$ cat src/lsd_regs.svh
// Register offsets, field positions, reset values and timing for the LED driver diagnostic block.
// Assumes inclusion by bare name from the package and the design modules.
`ifndef LSD_REGS_SVH
`define LSD_REGS_SVH

// Register offsets (7-bit address field of the serial frame)
`define LSD_ADDR_FCTRL       7'h00
`define LSD_ADDR_COPY        7'h06
`define LSD_ADDR_TEMP        7'h26
`define LSD_ADDR_DIAG2       7'h36
`define LSD_ADDR_DIAG1       7'h37

// Function control fields
`define LSD_FCTRL_STATUS_BIT 7
`define LSD_FCTRL_CLR_BIT    6
`define LSD_FCTRL_PWM_LSB    1
`define LSD_FCTRL_PWM_RESET  3'h7

// Operational status field positions
`define LSD_D1_SUPPLY_OK     7
`define LSD_D1_LINK_FAULT    6
`define LSD_D1_OVERTEMP      5
`define LSD_D1_GATE_FAULT    4
`define LSD_D1_GATE_GOOD     3

// Serial frame and timing
`define LSD_FRAME_BITS       16
`define LSD_CLK_MHZ          25
`define LSD_T_ERR_STARTUP_US 1000
`define LSD_T_ERR_OPER_US    100
`define LSD_ERR_CNT_BITS     16

`endif

$ cat src/lsd_pkg.sv
// Types shared by the LED driver diagnostic block.
// Assumes lsd_regs.svh is on the include path.
`include "lsd_regs.svh"

package lsd_pkg;

  // One serial frame: write flag, address, data
  typedef struct packed {
    logic       wr;
    logic [6:0] addr;
    logic [7:0] data;
  } lsd_frame_t;

  // Per-channel pin group
  typedef struct packed {
    logic [2:0] pwm;
    logic [2:0] reached;
    logic [2:0] headroom_low;
  } lsd_chan_t;

  // What the next frame returns
  typedef enum logic {LSD_REPLY_NORMAL, LSD_REPLY_ERROR} lsd_reply_kind_t;

endpackage : lsd_pkg

$ cat src/lsd_diag_status.sv
// Diagnostic status logic of a three-channel LED buck driver, reached over the serial link.
// Assumes analog status lines and pins are asynchronous; temp_code_in and diag2_in share the clock.
import lsd_pkg::*;

module lsd_diag_status #(
  parameter int STARTUP_ERR_CYCLES = `LSD_T_ERR_STARTUP_US * `LSD_CLK_MHZ,
  parameter int OPER_ERR_CYCLES    = `LSD_T_ERR_OPER_US * `LSD_CLK_MHZ
) (
  // Clock and reset
  input  wire logic                core_clk_in,
  input  wire logic                reset_in,
  // Serial link pins
  input  wire logic                spi_sclk_in,
  input  wire logic                spi_cs_n_in,
  input  wire logic                spi_mosi_in,
  output logic                     spi_miso_out,
  output logic                     spi_miso_oe_out,
  // Analog status pins
  input  wire logic                supply_above_uv_in,
  input  wire logic                overtemp_in,
  input  wire logic                gate_supply_at_target_in,
  input  wire logic                enable_in,
  input  wire lsd_pkg::lsd_chan_t  chan_in,
  // Same-clock data from neighbouring logic
  input  wire logic [7:0]          temp_code_in,
  input  wire logic [7:0]          diag2_in,
  // Power stage control
  output logic                     regulator_enable_out,
  output logic                     gate_switch_enable_out,
  output logic [2:0]               current_enable_out,
  output logic                     led_voltage_sample_update_out,
  output logic                     diag2_write_out
);
  import lsd_pkg::*;

  localparam logic [`LSD_ERR_CNT_BITS-1:0] STARTUP_LIM = `LSD_ERR_CNT_BITS'(STARTUP_ERR_CYCLES);
  localparam logic [`LSD_ERR_CNT_BITS-1:0] OPER_LIM    = `LSD_ERR_CNT_BITS'(OPER_ERR_CYCLES);

  // Address classes
  function automatic logic addr_readable(input logic [6:0] a);
    if (a == `LSD_ADDR_FCTRL || a == `LSD_ADDR_COPY || a == `LSD_ADDR_TEMP) begin
      return 1'b1;
    end else if (a == `LSD_ADDR_DIAG2 || a == `LSD_ADDR_DIAG1) begin
      return 1'b1;
    end else begin
      return 1'b0;
    end
  endfunction

  function automatic logic addr_writable(input logic [6:0] a);
    if (a == `LSD_ADDR_FCTRL || a == `LSD_ADDR_COPY) begin
      return 1'b1;
    end else if (a == `LSD_ADDR_DIAG2 || a == `LSD_ADDR_DIAG1) begin
      return 1'b1;
    end else begin
      return 1'b0;
    end
  endfunction

  // Synchronised pins
  logic [12:0] pin_meta;
  logic [12:0] pin_sync;
  logic        supply_ok_flag;
  logic        ot_s;
  logic        at_target_s;
  logic        enable_s;
  lsd_chan_t   chan_s;

  // Link state
  lsd_frame_t      frame;
  logic            frame_done;
  logic            frame_bad;
  logic            err_event;
  logic            good_wr;
  logic            wr_diag1;
  logic [7:0]      rd_data;
  logic [7:0]      diag1;
  logic [15:0]     reply;
  logic [15:0]     next_reply;
  lsd_reply_kind_t reply_kind;
  lsd_reply_kind_t next_reply_kind;
  logic            link_fault;
  logic            next_link_fault;
  logic [2:0]      pwm_ctrl;
  logic [2:0]      next_pwm_ctrl;
  logic            clr_req;
  logic            next_clr_req;
  logic [2:0]      copy_req;
  logic [2:0]      next_copy_req;
  logic            diag2_wr;
  logic            next_diag2_wr;

  // Fault state
  logic overtemp_flag;
  logic next_overtemp_flag;
  logic gate_supply_fault;
  logic next_gate_supply_fault;
  logic fault_with_ot;
  logic next_fault_with_ot;
  logic gate_supply_good;
  logic next_gate_supply_good;
  logic ever_good;
  logic next_ever_good;
  logic regulator_on;
  logic timer_expired;

  // Channel state
  logic [2:0] pwm_prev;
  logic [2:0] live_reached_flag;
  logic [2:0] next_live_reached_flag;
  logic [2:0] current_hit;
  logic [2:0] next_current_hit;
  logic [2:0] pwm_fall;

  // Two flops on every asynchronous status line
  always_ff @(posedge core_clk_in or posedge reset_in) begin
    if (reset_in) begin
      pin_meta <= 13'h0000;
      pin_sync <= 13'h0000;
    end else begin
      pin_meta <= {supply_above_uv_in, overtemp_in, gate_supply_at_target_in, enable_in, chan_in};
      pin_sync <= pin_meta;
    end
  end

  assign supply_ok_flag = pin_sync[12];
  assign ot_s           = pin_sync[11];
  assign at_target_s    = pin_sync[10];
  assign enable_s       = pin_sync[9];
  assign chan_s         = pin_sync[8:0];

  // Serial engine
  lsd_spi_slave #(
    .FRAME_BITS (`LSD_FRAME_BITS)
  ) u_spi (
    .core_clk_in     (core_clk_in),
    .reset_in        (reset_in),
    .spi_sclk_in     (spi_sclk_in),
    .spi_cs_n_in     (spi_cs_n_in),
    .spi_mosi_in     (spi_mosi_in),
    .spi_miso_out    (spi_miso_out),
    .spi_miso_oe_out (spi_miso_oe_out),
    .reply_in        (reply),
    .frame_out       (frame),
    .frame_done_out  (frame_done),
    .frame_bad_out   (frame_bad)
  );

  // Access checks: any bad access raises the flag and is not executed
  assign err_event = frame_done && (frame_bad ||
                     (frame.wr && !addr_writable(frame.addr)) ||
                     (!frame.wr && !addr_readable(frame.addr)));
  assign good_wr   = frame_done && !err_event && frame.wr;
  assign wr_diag1  = good_wr && (frame.addr == `LSD_ADDR_DIAG1);

  assign diag1 = {supply_ok_flag, link_fault, overtemp_flag, gate_supply_fault,
                  gate_supply_good, current_hit};

  // Read data mux
  always_comb begin
    rd_data = 8'h00;
    if (frame.addr == `LSD_ADDR_FCTRL) begin
      rd_data = {1'b1, clr_req, 2'h0, pwm_ctrl, 1'b0};
    end else if (frame.addr == `LSD_ADDR_COPY) begin
      rd_data = {5'h00, copy_req};
    end else if (frame.addr == `LSD_ADDR_TEMP) begin
      rd_data = temp_code_in;
    end else if (frame.addr == `LSD_ADDR_DIAG2) begin
      rd_data = diag2_in;
    end else if (frame.addr == `LSD_ADDR_DIAG1) begin
      rd_data = diag1;
    end
  end

  // Register writes, reply preparation and link-fault flag
  always_comb begin
    next_pwm_ctrl   = pwm_ctrl;
    next_clr_req    = 1'b0;
    next_copy_req   = 3'h0;
    next_diag2_wr   = 1'b0;
    next_reply      = reply;
    next_reply_kind = reply_kind;
    if (good_wr && frame.addr == `LSD_ADDR_FCTRL) begin
      next_pwm_ctrl = frame.data[`LSD_FCTRL_PWM_LSB +: 3];
      next_clr_req  = frame.data[`LSD_FCTRL_CLR_BIT];
    end
    if (good_wr && frame.addr == `LSD_ADDR_COPY) begin
      next_copy_req = frame.data[2:0];
    end
    if (good_wr && frame.addr == `LSD_ADDR_DIAG2) begin
      next_diag2_wr = 1'b1;
    end
    if (err_event) begin
      next_reply      = {diag1 | 8'h40, diag2_in};
      next_reply_kind = LSD_REPLY_ERROR;
    end else if (frame_done) begin
      next_reply      = {diag1, rd_data};
      next_reply_kind = LSD_REPLY_NORMAL;
    end
    // A new error wins over a clearing write in the same cycle
    next_link_fault = err_event || (link_fault && !wr_diag1);
  end

  always_ff @(posedge core_clk_in or posedge reset_in) begin
    if (reset_in) begin
      pwm_ctrl   <= `LSD_FCTRL_PWM_RESET;
      clr_req    <= 1'b0;
      copy_req   <= 3'h0;
      diag2_wr   <= 1'b0;
      reply      <= 16'h0000;
      reply_kind <= LSD_REPLY_NORMAL;
      link_fault <= 1'b0;
    end else begin
      pwm_ctrl   <= next_pwm_ctrl;
      clr_req    <= next_clr_req;
      copy_req   <= next_copy_req;
      diag2_wr   <= next_diag2_wr;
      reply      <= next_reply;
      reply_kind <= next_reply_kind;
      link_fault <= next_link_fault;
    end
  end

  // Gate supply regulator runs only with supply, enable and no latched fault
  assign regulator_on = supply_ok_flag && enable_s && !overtemp_flag && !gate_supply_fault;

  // Start-up delay applies until the gate supply has been good since enable and supply last came up
  lsd_fault_timer #(
    .W (`LSD_ERR_CNT_BITS)
  ) u_timer (
    .core_clk_in (core_clk_in),
    .reset_in    (reset_in),
    .run_in      (regulator_on && !at_target_s),
    .limit_in    (ever_good ? OPER_LIM : STARTUP_LIM),
    .expired_out (timer_expired)
  );

  // Fault flags; sets win over clears so no event is lost
  always_comb begin
    next_overtemp_flag = ot_s || (overtemp_flag && !clr_req);
    next_fault_with_ot = fault_with_ot;
    next_gate_supply_fault = gate_supply_fault;
    if (clr_req || !enable_s) begin
      next_gate_supply_fault = 1'b0;
      next_fault_with_ot     = 1'b0;
    end
    if (timer_expired) begin
      next_gate_supply_fault = 1'b1;
    end
    if (ot_s && !overtemp_flag && gate_supply_good) begin
      next_gate_supply_fault = 1'b1;
      next_fault_with_ot     = 1'b1;
    end
    if (overtemp_flag && !next_overtemp_flag && fault_with_ot && !timer_expired) begin
      next_gate_supply_fault = 1'b0;
      next_fault_with_ot     = 1'b0;
    end
    // Good only while regulating; any undervoltage or fault drops it
    next_gate_supply_good = regulator_on && !ot_s && !timer_expired &&
                            (gate_supply_good || at_target_s);
    next_ever_good = enable_s && supply_ok_flag && (ever_good || gate_supply_good);
  end

  always_ff @(posedge core_clk_in or posedge reset_in) begin
    if (reset_in) begin
      overtemp_flag     <= 1'b0;
      gate_supply_fault <= 1'b0;
      fault_with_ot     <= 1'b0;
      gate_supply_good  <= 1'b0;
      ever_good         <= 1'b0;
    end else begin
      overtemp_flag     <= next_overtemp_flag;
      gate_supply_fault <= next_gate_supply_fault;
      fault_with_ot     <= next_fault_with_ot;
      gate_supply_good  <= next_gate_supply_good;
      ever_good         <= next_ever_good;
    end
  end

  assign pwm_fall = pwm_prev & ~chan_s.pwm;

  // Live reached and latched hit bits per channel
  always_comb begin
    for (int i = 0; i < 3; i++) begin
      next_live_reached_flag[i] = live_reached_flag[i];
      next_current_hit[i]       = current_hit[i];
      if (!supply_ok_flag || pwm_fall[i] || copy_req[i]) begin
        next_live_reached_flag[i] = 1'b0;
      end
      if (chan_s.reached[i] && current_enable_out[i]) begin
        next_live_reached_flag[i] = 1'b1;
      end
      if (pwm_fall[i] || copy_req[i]) begin
        next_current_hit[i] = live_reached_flag[i];
      end
      if (!supply_ok_flag || chan_s.headroom_low[i]) begin
        next_current_hit[i] = 1'b0;
      end
    end
  end

  always_ff @(posedge core_clk_in or posedge reset_in) begin
    if (reset_in) begin
      pwm_prev          <= 3'h0;
      live_reached_flag <= 3'h0;
      current_hit       <= 3'h0;
    end else begin
      pwm_prev          <= chan_s.pwm;
      live_reached_flag <= next_live_reached_flag;
      current_hit       <= next_current_hit;
    end
  end

  // Power stage enables
  assign regulator_enable_out          = regulator_on;
  assign gate_switch_enable_out        = regulator_on && gate_supply_good;
  assign current_enable_out            = {3{gate_switch_enable_out}} & chan_s.pwm & pwm_ctrl;
  assign led_voltage_sample_update_out = supply_ok_flag && gate_supply_good;
  assign diag2_write_out               = diag2_wr;

endmodule // lsd_diag_status

$ cat src/lsd_fault_timer.sv
// Error delay counter for the gate drive supply.
// Assumes run_in and limit_in come from logic on the same clock.
module lsd_fault_timer #(
  parameter int W = 16
) (
  // Clock and reset
  input  wire logic         core_clk_in,
  input  wire logic         reset_in,
  // Control
  input  wire logic         run_in,
  input  wire logic [W-1:0] limit_in,
  // Status
  output logic              expired_out
);

  logic [W-1:0] count;
  logic [W-1:0] next_count;

  // Count while out of regulation, saturate at the limit
  always_comb begin
    if (!run_in) begin
      next_count = '0;
    end else if (count >= limit_in) begin
      next_count = count;
    end else begin
      next_count = count + 1'b1;
    end
  end

  always_ff @(posedge core_clk_in or posedge reset_in) begin
    if (reset_in) begin
      count <= '0;
    end else begin
      count <= next_count;
    end
  end

  // Level while the delay has run out and the supply is still missing
  assign expired_out = run_in && (count >= limit_in);

endmodule // lsd_fault_timer

$ cat src/lsd_spi_slave.sv
// Serial slave shift engine: synchronises the pins, collects one frame, shifts the reply.
// Assumes mode 0 and a serial clock well below an eighth of core_clk_in.
import lsd_pkg::*;

module lsd_spi_slave #(
  parameter int FRAME_BITS = `LSD_FRAME_BITS
) (
  // Clock and reset
  input  wire logic              core_clk_in,
  input  wire logic              reset_in,
  // Serial pins
  input  wire logic              spi_sclk_in,
  input  wire logic              spi_cs_n_in,
  input  wire logic              spi_mosi_in,
  output logic                   spi_miso_out,
  output logic                   spi_miso_oe_out,
  // Frame side
  input  wire logic [15:0]       reply_in,
  output lsd_pkg::lsd_frame_t    frame_out,
  output logic                   frame_done_out,
  output logic                   frame_bad_out
);
  import lsd_pkg::*;

  logic [2:0]  pin_meta;
  logic [2:0]  pin_sync;
  logic        sclk_prev;
  logic        cs_prev;
  logic [15:0] shift_in;
  logic [15:0] shift_out;
  logic [3:0]  bit_cnt;
  logic        seen;
  logic [15:0] next_shift_in;
  logic [15:0] next_shift_out;
  logic [3:0]  next_bit_cnt;
  logic        next_seen;
  logic        sclk_s;
  logic        cs_s;
  logic        sclk_rise;
  logic        sclk_fall;

  // Two flops on every pin before anything looks at them
  always_ff @(posedge core_clk_in or posedge reset_in) begin
    if (reset_in) begin
      // Idle levels (chip select high, clock low) so reset shows no false frame
      pin_meta  <= 3'h4;
      pin_sync  <= 3'h4;
      sclk_prev <= 1'b0;
      cs_prev   <= 1'b1;
    end else begin
      pin_meta  <= {spi_cs_n_in, spi_sclk_in, spi_mosi_in};
      pin_sync  <= pin_meta;
      sclk_prev <= pin_sync[1];
      cs_prev   <= pin_sync[2];
    end
  end

  assign sclk_s    = pin_sync[1];
  assign cs_s      = pin_sync[2];
  assign sclk_rise = sclk_s && !sclk_prev && !cs_s;
  assign sclk_fall = !sclk_s && sclk_prev && !cs_s;

  // Shift and count; only the low four bits matter for the frame check
  always_comb begin
    next_shift_in  = shift_in;
    next_shift_out = shift_out;
    next_bit_cnt   = bit_cnt;
    next_seen      = seen;
    if (cs_prev && !cs_s) begin
      next_shift_out = reply_in;
      next_bit_cnt   = 4'h0;
      next_seen      = 1'b0;
    end else begin
      if (sclk_rise) begin
        next_shift_in = {shift_in[14:0], pin_sync[0]};
        next_bit_cnt  = bit_cnt + 4'h1;
        next_seen     = 1'b1;
      end
      if (sclk_fall) begin
        next_shift_out = {shift_out[14:0], 1'b0};
      end
    end
  end

  always_ff @(posedge core_clk_in or posedge reset_in) begin
    if (reset_in) begin
      shift_in  <= 16'h0000;
      shift_out <= 16'h0000;
      bit_cnt   <= 4'h0;
      seen      <= 1'b0;
    end else begin
      shift_in  <= next_shift_in;
      shift_out <= next_shift_out;
      bit_cnt   <= next_bit_cnt;
      seen      <= next_seen;
    end
  end

  // Frame ends when chip select returns high
  assign frame_done_out  = cs_s && !cs_prev;
  assign frame_bad_out   = !seen || (bit_cnt != 4'h0);
  assign frame_out       = shift_in;
  assign spi_miso_out    = shift_out[15];
  assign spi_miso_oe_out = !cs_s;

endmodule // lsd_spi_slave

$ cat config.mk
export PLATFORM = sky130hd
export DESIGN_NAME = lsd_diag_status
export DESIGN_NICKNAME = d
export VERILOG_FILES = /design/src/lsd_pkg.sv /design/src/lsd_diag_status.sv /design/src/lsd_fault_timer.sv /design/src/lsd_spi_slave.sv
export VERILOG_INCLUDE_DIRS = /design/src
export SDC_FILE = /design/constraint.sdc
export NUM_CORES = 1
export LEC_CHECK = 0
export BUFFER_PORTS_ARGS = -buffer_cell sky130_fd_sc_hd__buf_2
export CAP_MARGIN = 20
export CORE_AREA = 2 2 161 100
export CTS_CLUSTER_DIAMETER = 50
export CTS_CLUSTER_SIZE = 25
export DETAILED_ROUTE_END_ITERATION = 12
export DIE_AREA = 0 0 163 102
export HOLD_SLACK_MARGIN = 0.08
export PLACE_DENSITY = 0.5
export SYNTH_ARGS = -nofsm -noshare
export SYNTH_HDL_FRONTEND = slang
export SYNTH_SLANG_ARGS = --single-unit
$ cat constraint.sdc
create_clock -name core_clk_in -period 6.88 [get_ports core_clk_in]
set_input_delay 0 -clock core_clk_in [delete_from_list [all_inputs] [get_ports core_clk_in]]
set_output_delay 0 -clock core_clk_in [all_outputs]
set_load 0.005 [all_outputs]
==> impl_metrics.py <==
metrics = {
    "grt": {
        "grt_util_all_layers": 0.157,
        "grt_pass1_vias": 3676,
        "antenna_found_initial": 0,
        "grt-ovfl-total": 0,
        "grt_pass1_wl_mm": 19.7,
        "grt_max_degree": 81,
    },
    "clock_network": {
        "cts_root_buffer": "clkbuf_16",
        "ctsHoldBuffers": 27,
        "cts-resized-gates": 0,
        "clk_latency_ps": 410,
        "cts_tree": "done",
        "cts_buffers": 17,
        "post_cts_buffers": 0,
        "cts.clk_slew.worst_paths_ps": 60,
        "cts_sinks": 125,
        "cts_buffer_depth": 2,
        "cts-htree-levels": 4,
    },
    "place": {
        "gp_congestion": 0.855,
        "portBuffers": 42,
        "dp_hpwl_mm": 8.10,
        "place_area_um2": 5770,
    },
    "power": {
        "p_sw_frac": 0.237,
        "power_density_nw_per_um2": 279,
        "p_switching_mw": 0.445,
        "vdd_drop_max_uv": 168,
        "power_leakage_nw": 2.92,
        "p_int_mw": 1.43,
        "seqPwrFrac": 0.433,
        "combPwrFrac": 0.055,
        "clockPowerShare": 0.512,
    },
    "outcome": {
        "status": "complete, no violations",
    },
    "min_path": {
        "hold_path.class": "in2reg",
    },
    "logic_synthesis": {
        "synth-seq-cells": 125,
        "synth.distinct_cells": 52,
        "synth_cells": 453,
        "syn-cell-area_um2": 5350,
        "synth_edf_count": 0,
        "synth_nets": 498,
        "seq_area_frac_synth": 0.586,
        "syn-mean-instance-area_um2": 11.8,
        "yosysWarnings": 0,
        "ys.flop_type": "dfrtp_1",
        "synth-async-reset-ratio": 1.00,
    },
    "critical_path": {
        "crit_buf_inv": 1,
        "slowest_stage": "dfstp_2",
        "cp_cell_sequence": "nand2b_1 -> nor2b_1 -> nand2_1 -> nor3_1 -> a221o_1 -> dlygate4sd3_1",
        "crit_path_end_kind": "flip-flop",
        "worstPathArrival_ps": 3210,
        "crit_fanout": 18,
        "slowest_delay_ps": 630,
        "cp_data_required_time_ps": 7230,
        "critPathTopFamily": "simple AND/OR/NAND/NOR gates",
        "criticalPathCategory": "reg2reg",
        "crit_path_start_kind": "flip-flop",
    },
    "job": {
        "maxCapViolations": 0,
    },
    "final_layout": {
        "final_area_um2": 6710,
        "fin_nets": 573,
        "fin_util": 0.444,
        "multi_input_area_um2": 2080,
        "seq_area_um2": 3140,
        "mostFrequentLayoutCells": "dfrtp_1, buf_2, nand2_1",
        "fill_cells": 1411,
        "drive_gt1_frac": 0.235,
        "diodes": 0,
        "final_common_cell": "dfrtp_1",
        "area_growth_pct": 25.5,
    },
    "timing": {
        "min_period_ps": 2860,
        "fin_skew_ps": 12.4,
        "post-route-period-util": 0.415,
        "rsz0062_at_grt": "no",
        "timing.final.max_slew_violations": 0,
        "fmax_mhz": 350,
        "worst_pin_slew_ps": 841,
        "fin_tns_setup_ps": 0,
        "timing.hold.ws_ps": 170,
        "finalSetupViolCount": 0,
        "hold_violations": 0,
        "relSlewSlack": 0.439,
    },
    "floorplanning": {
        "core_um2": 15100,
        "dieHeight_um": 102,
        "start_util": 0.354,
        "die-area_um2": 16600,
        "rows": 35,
        "fp.dieW_um": 163,
        "io_pins": 43,
    },
    "drt": {
        "drc_errors": 0,
        "vias": 3639,
        "ant_nets": 0,
        "drt_iter0_drc": 184,
        "routed_wirelength_mm": 12.0,
        "vias_per_cell": 4.89,
        "firstDrtPassIters": 5,
        "wl_per_cell_um": 16.1,
    },
}
-- per-layer routing --
| metal | track usage | wire length, µm |
|---|---|---|
| met2 | 0.216 | 4770 |
| met3 | 0.0369 | 472 |
| met1 | 0.239 | 6620 |
| met4 | 0.0619 | 142 |
| met5 | 0 | 0 |
-- final cells by class --
type                            count  area share
Multi-Input combinational cell    294       0.310
Tap cell                          203      0.0378
Clock buffer                       18      0.0654
Clock inverter                     14      0.0287
Sequential cell                   125       0.467
Inverter                           16     0.00932
Timing Repair Buffer               74      0.0813
-- registers in the layout, summed over array words and instances (netlist names), 4 cells and up --
register	count
reply	16
pin_sync	13
u_spi.bit_cnt	4
u_spi.frame_out	16
u_spi.shift_out	16
u_timer.count	16
pin_meta	13
-- cells by family after synthesis --
family	synth area share
and+or+nand+nor	0.133
AOI/OAI and AO/OA	0.102
muxes	0.103
DFF	0.586
xor gates and xnor gates	0.0246
adders and majority gates	0.0257
buffers and inverters	0.0257
-- worst min-delay path: cells and delay by family --
family | cells | cell delay (ps)
AOI/OAI and AO/OA | 3 | 330
buffers and inverters | 1 | 70
muxes | 1 | 140
-- power groups by stage --
stage | Sequential, mW | Combinational [mW] | Clock (mW)
2_1_floorplan | 0.811 | 0.0630 | 0
3_3_place_gp | 0.825 | 0.0855 | 0
3_5_place_dp | 0.826 | 0.0883 | 0
4_1_cts | 0.813 | 0.102 | 0.982
5_1_grt | 0.818 | 0.116 | 1.02
6_report | 0.812 | 0.103 | 0.961
-- path summary, 6_finish.rpt --
kind	from	end	slack, ps	depth (start not counted)
min in group asynchronous	reset_in	u_spi.shift_out[4]	210	3
max reg2reg	u_spi.pin_sync[2]	reply[7]	4020	6
max	u_spi.pin_sync[2]	reply[7]	4020	6
min	temp_code_in[3]	reply[3]	170	5
min reg2reg	pin_meta[11]	pin_sync[11]	340	0
max in group asynchronous	reset_in	pwm_ctrl[2]	5490	5
-- per-stage QoR --
stage	std cells	setup slack [ps]	power (mW)
6_report	744	4020	1.88
5_1_grt	744	3840	1.95
4_1_cts	742	4030	1.90
3_5_place_dp	683	4440	0.914
3_3_place_gp	683	4520	0.910
2_1_floorplan	453	3560	0.874
-- cells in the mapped netlist (2+ instances only) --
cell type / n / area share
dfrtp_1: 119 / 0.56
nand2_1: 40 / 0.028
nor2_1: 32 / 0.022
mux2_2: 28 / 0.059
o21ai_0: 26 / 0.024
mux2i_1: 19 / 0.036
inv_1: 16 / 0.011
and2_1: 14 / 0.016
a21oi_1: 13 / 0.012
xnor2_1: 13 / 0.021
clkbuf_1: 12 / 0.0084
ha_1: 11 / 0.026
nand2b_1: 9 / 0.011
nand3_1: 9 / 0.0084
a221o_1: 8 / 0.015
a22oi_1: 7 / 0.0098
nor3_1: 7 / 0.0065
and3_1: 6 / 0.0070
dfstp_2: 6 / 0.029
buf_2: 5 / 0.0047
nor2b_1: 5 / 0.0058
mux2_1: 4 / 0.0084
nand4_1: 4 / 0.0047
a211oi_2: 3 / 0.0070
a22o_1: 3 / 0.0049
nand3b_1: 3 / 0.0042
a2111oi_2: 2 / 0.0056
a21o_1: 2 / 0.0028
nor3b_1: 2 / 0.0028
or3_1: 2 / 0.0023
xor2_1: 2 / 0.0033
Note: power is estimated with default switching activity, not from simulation.
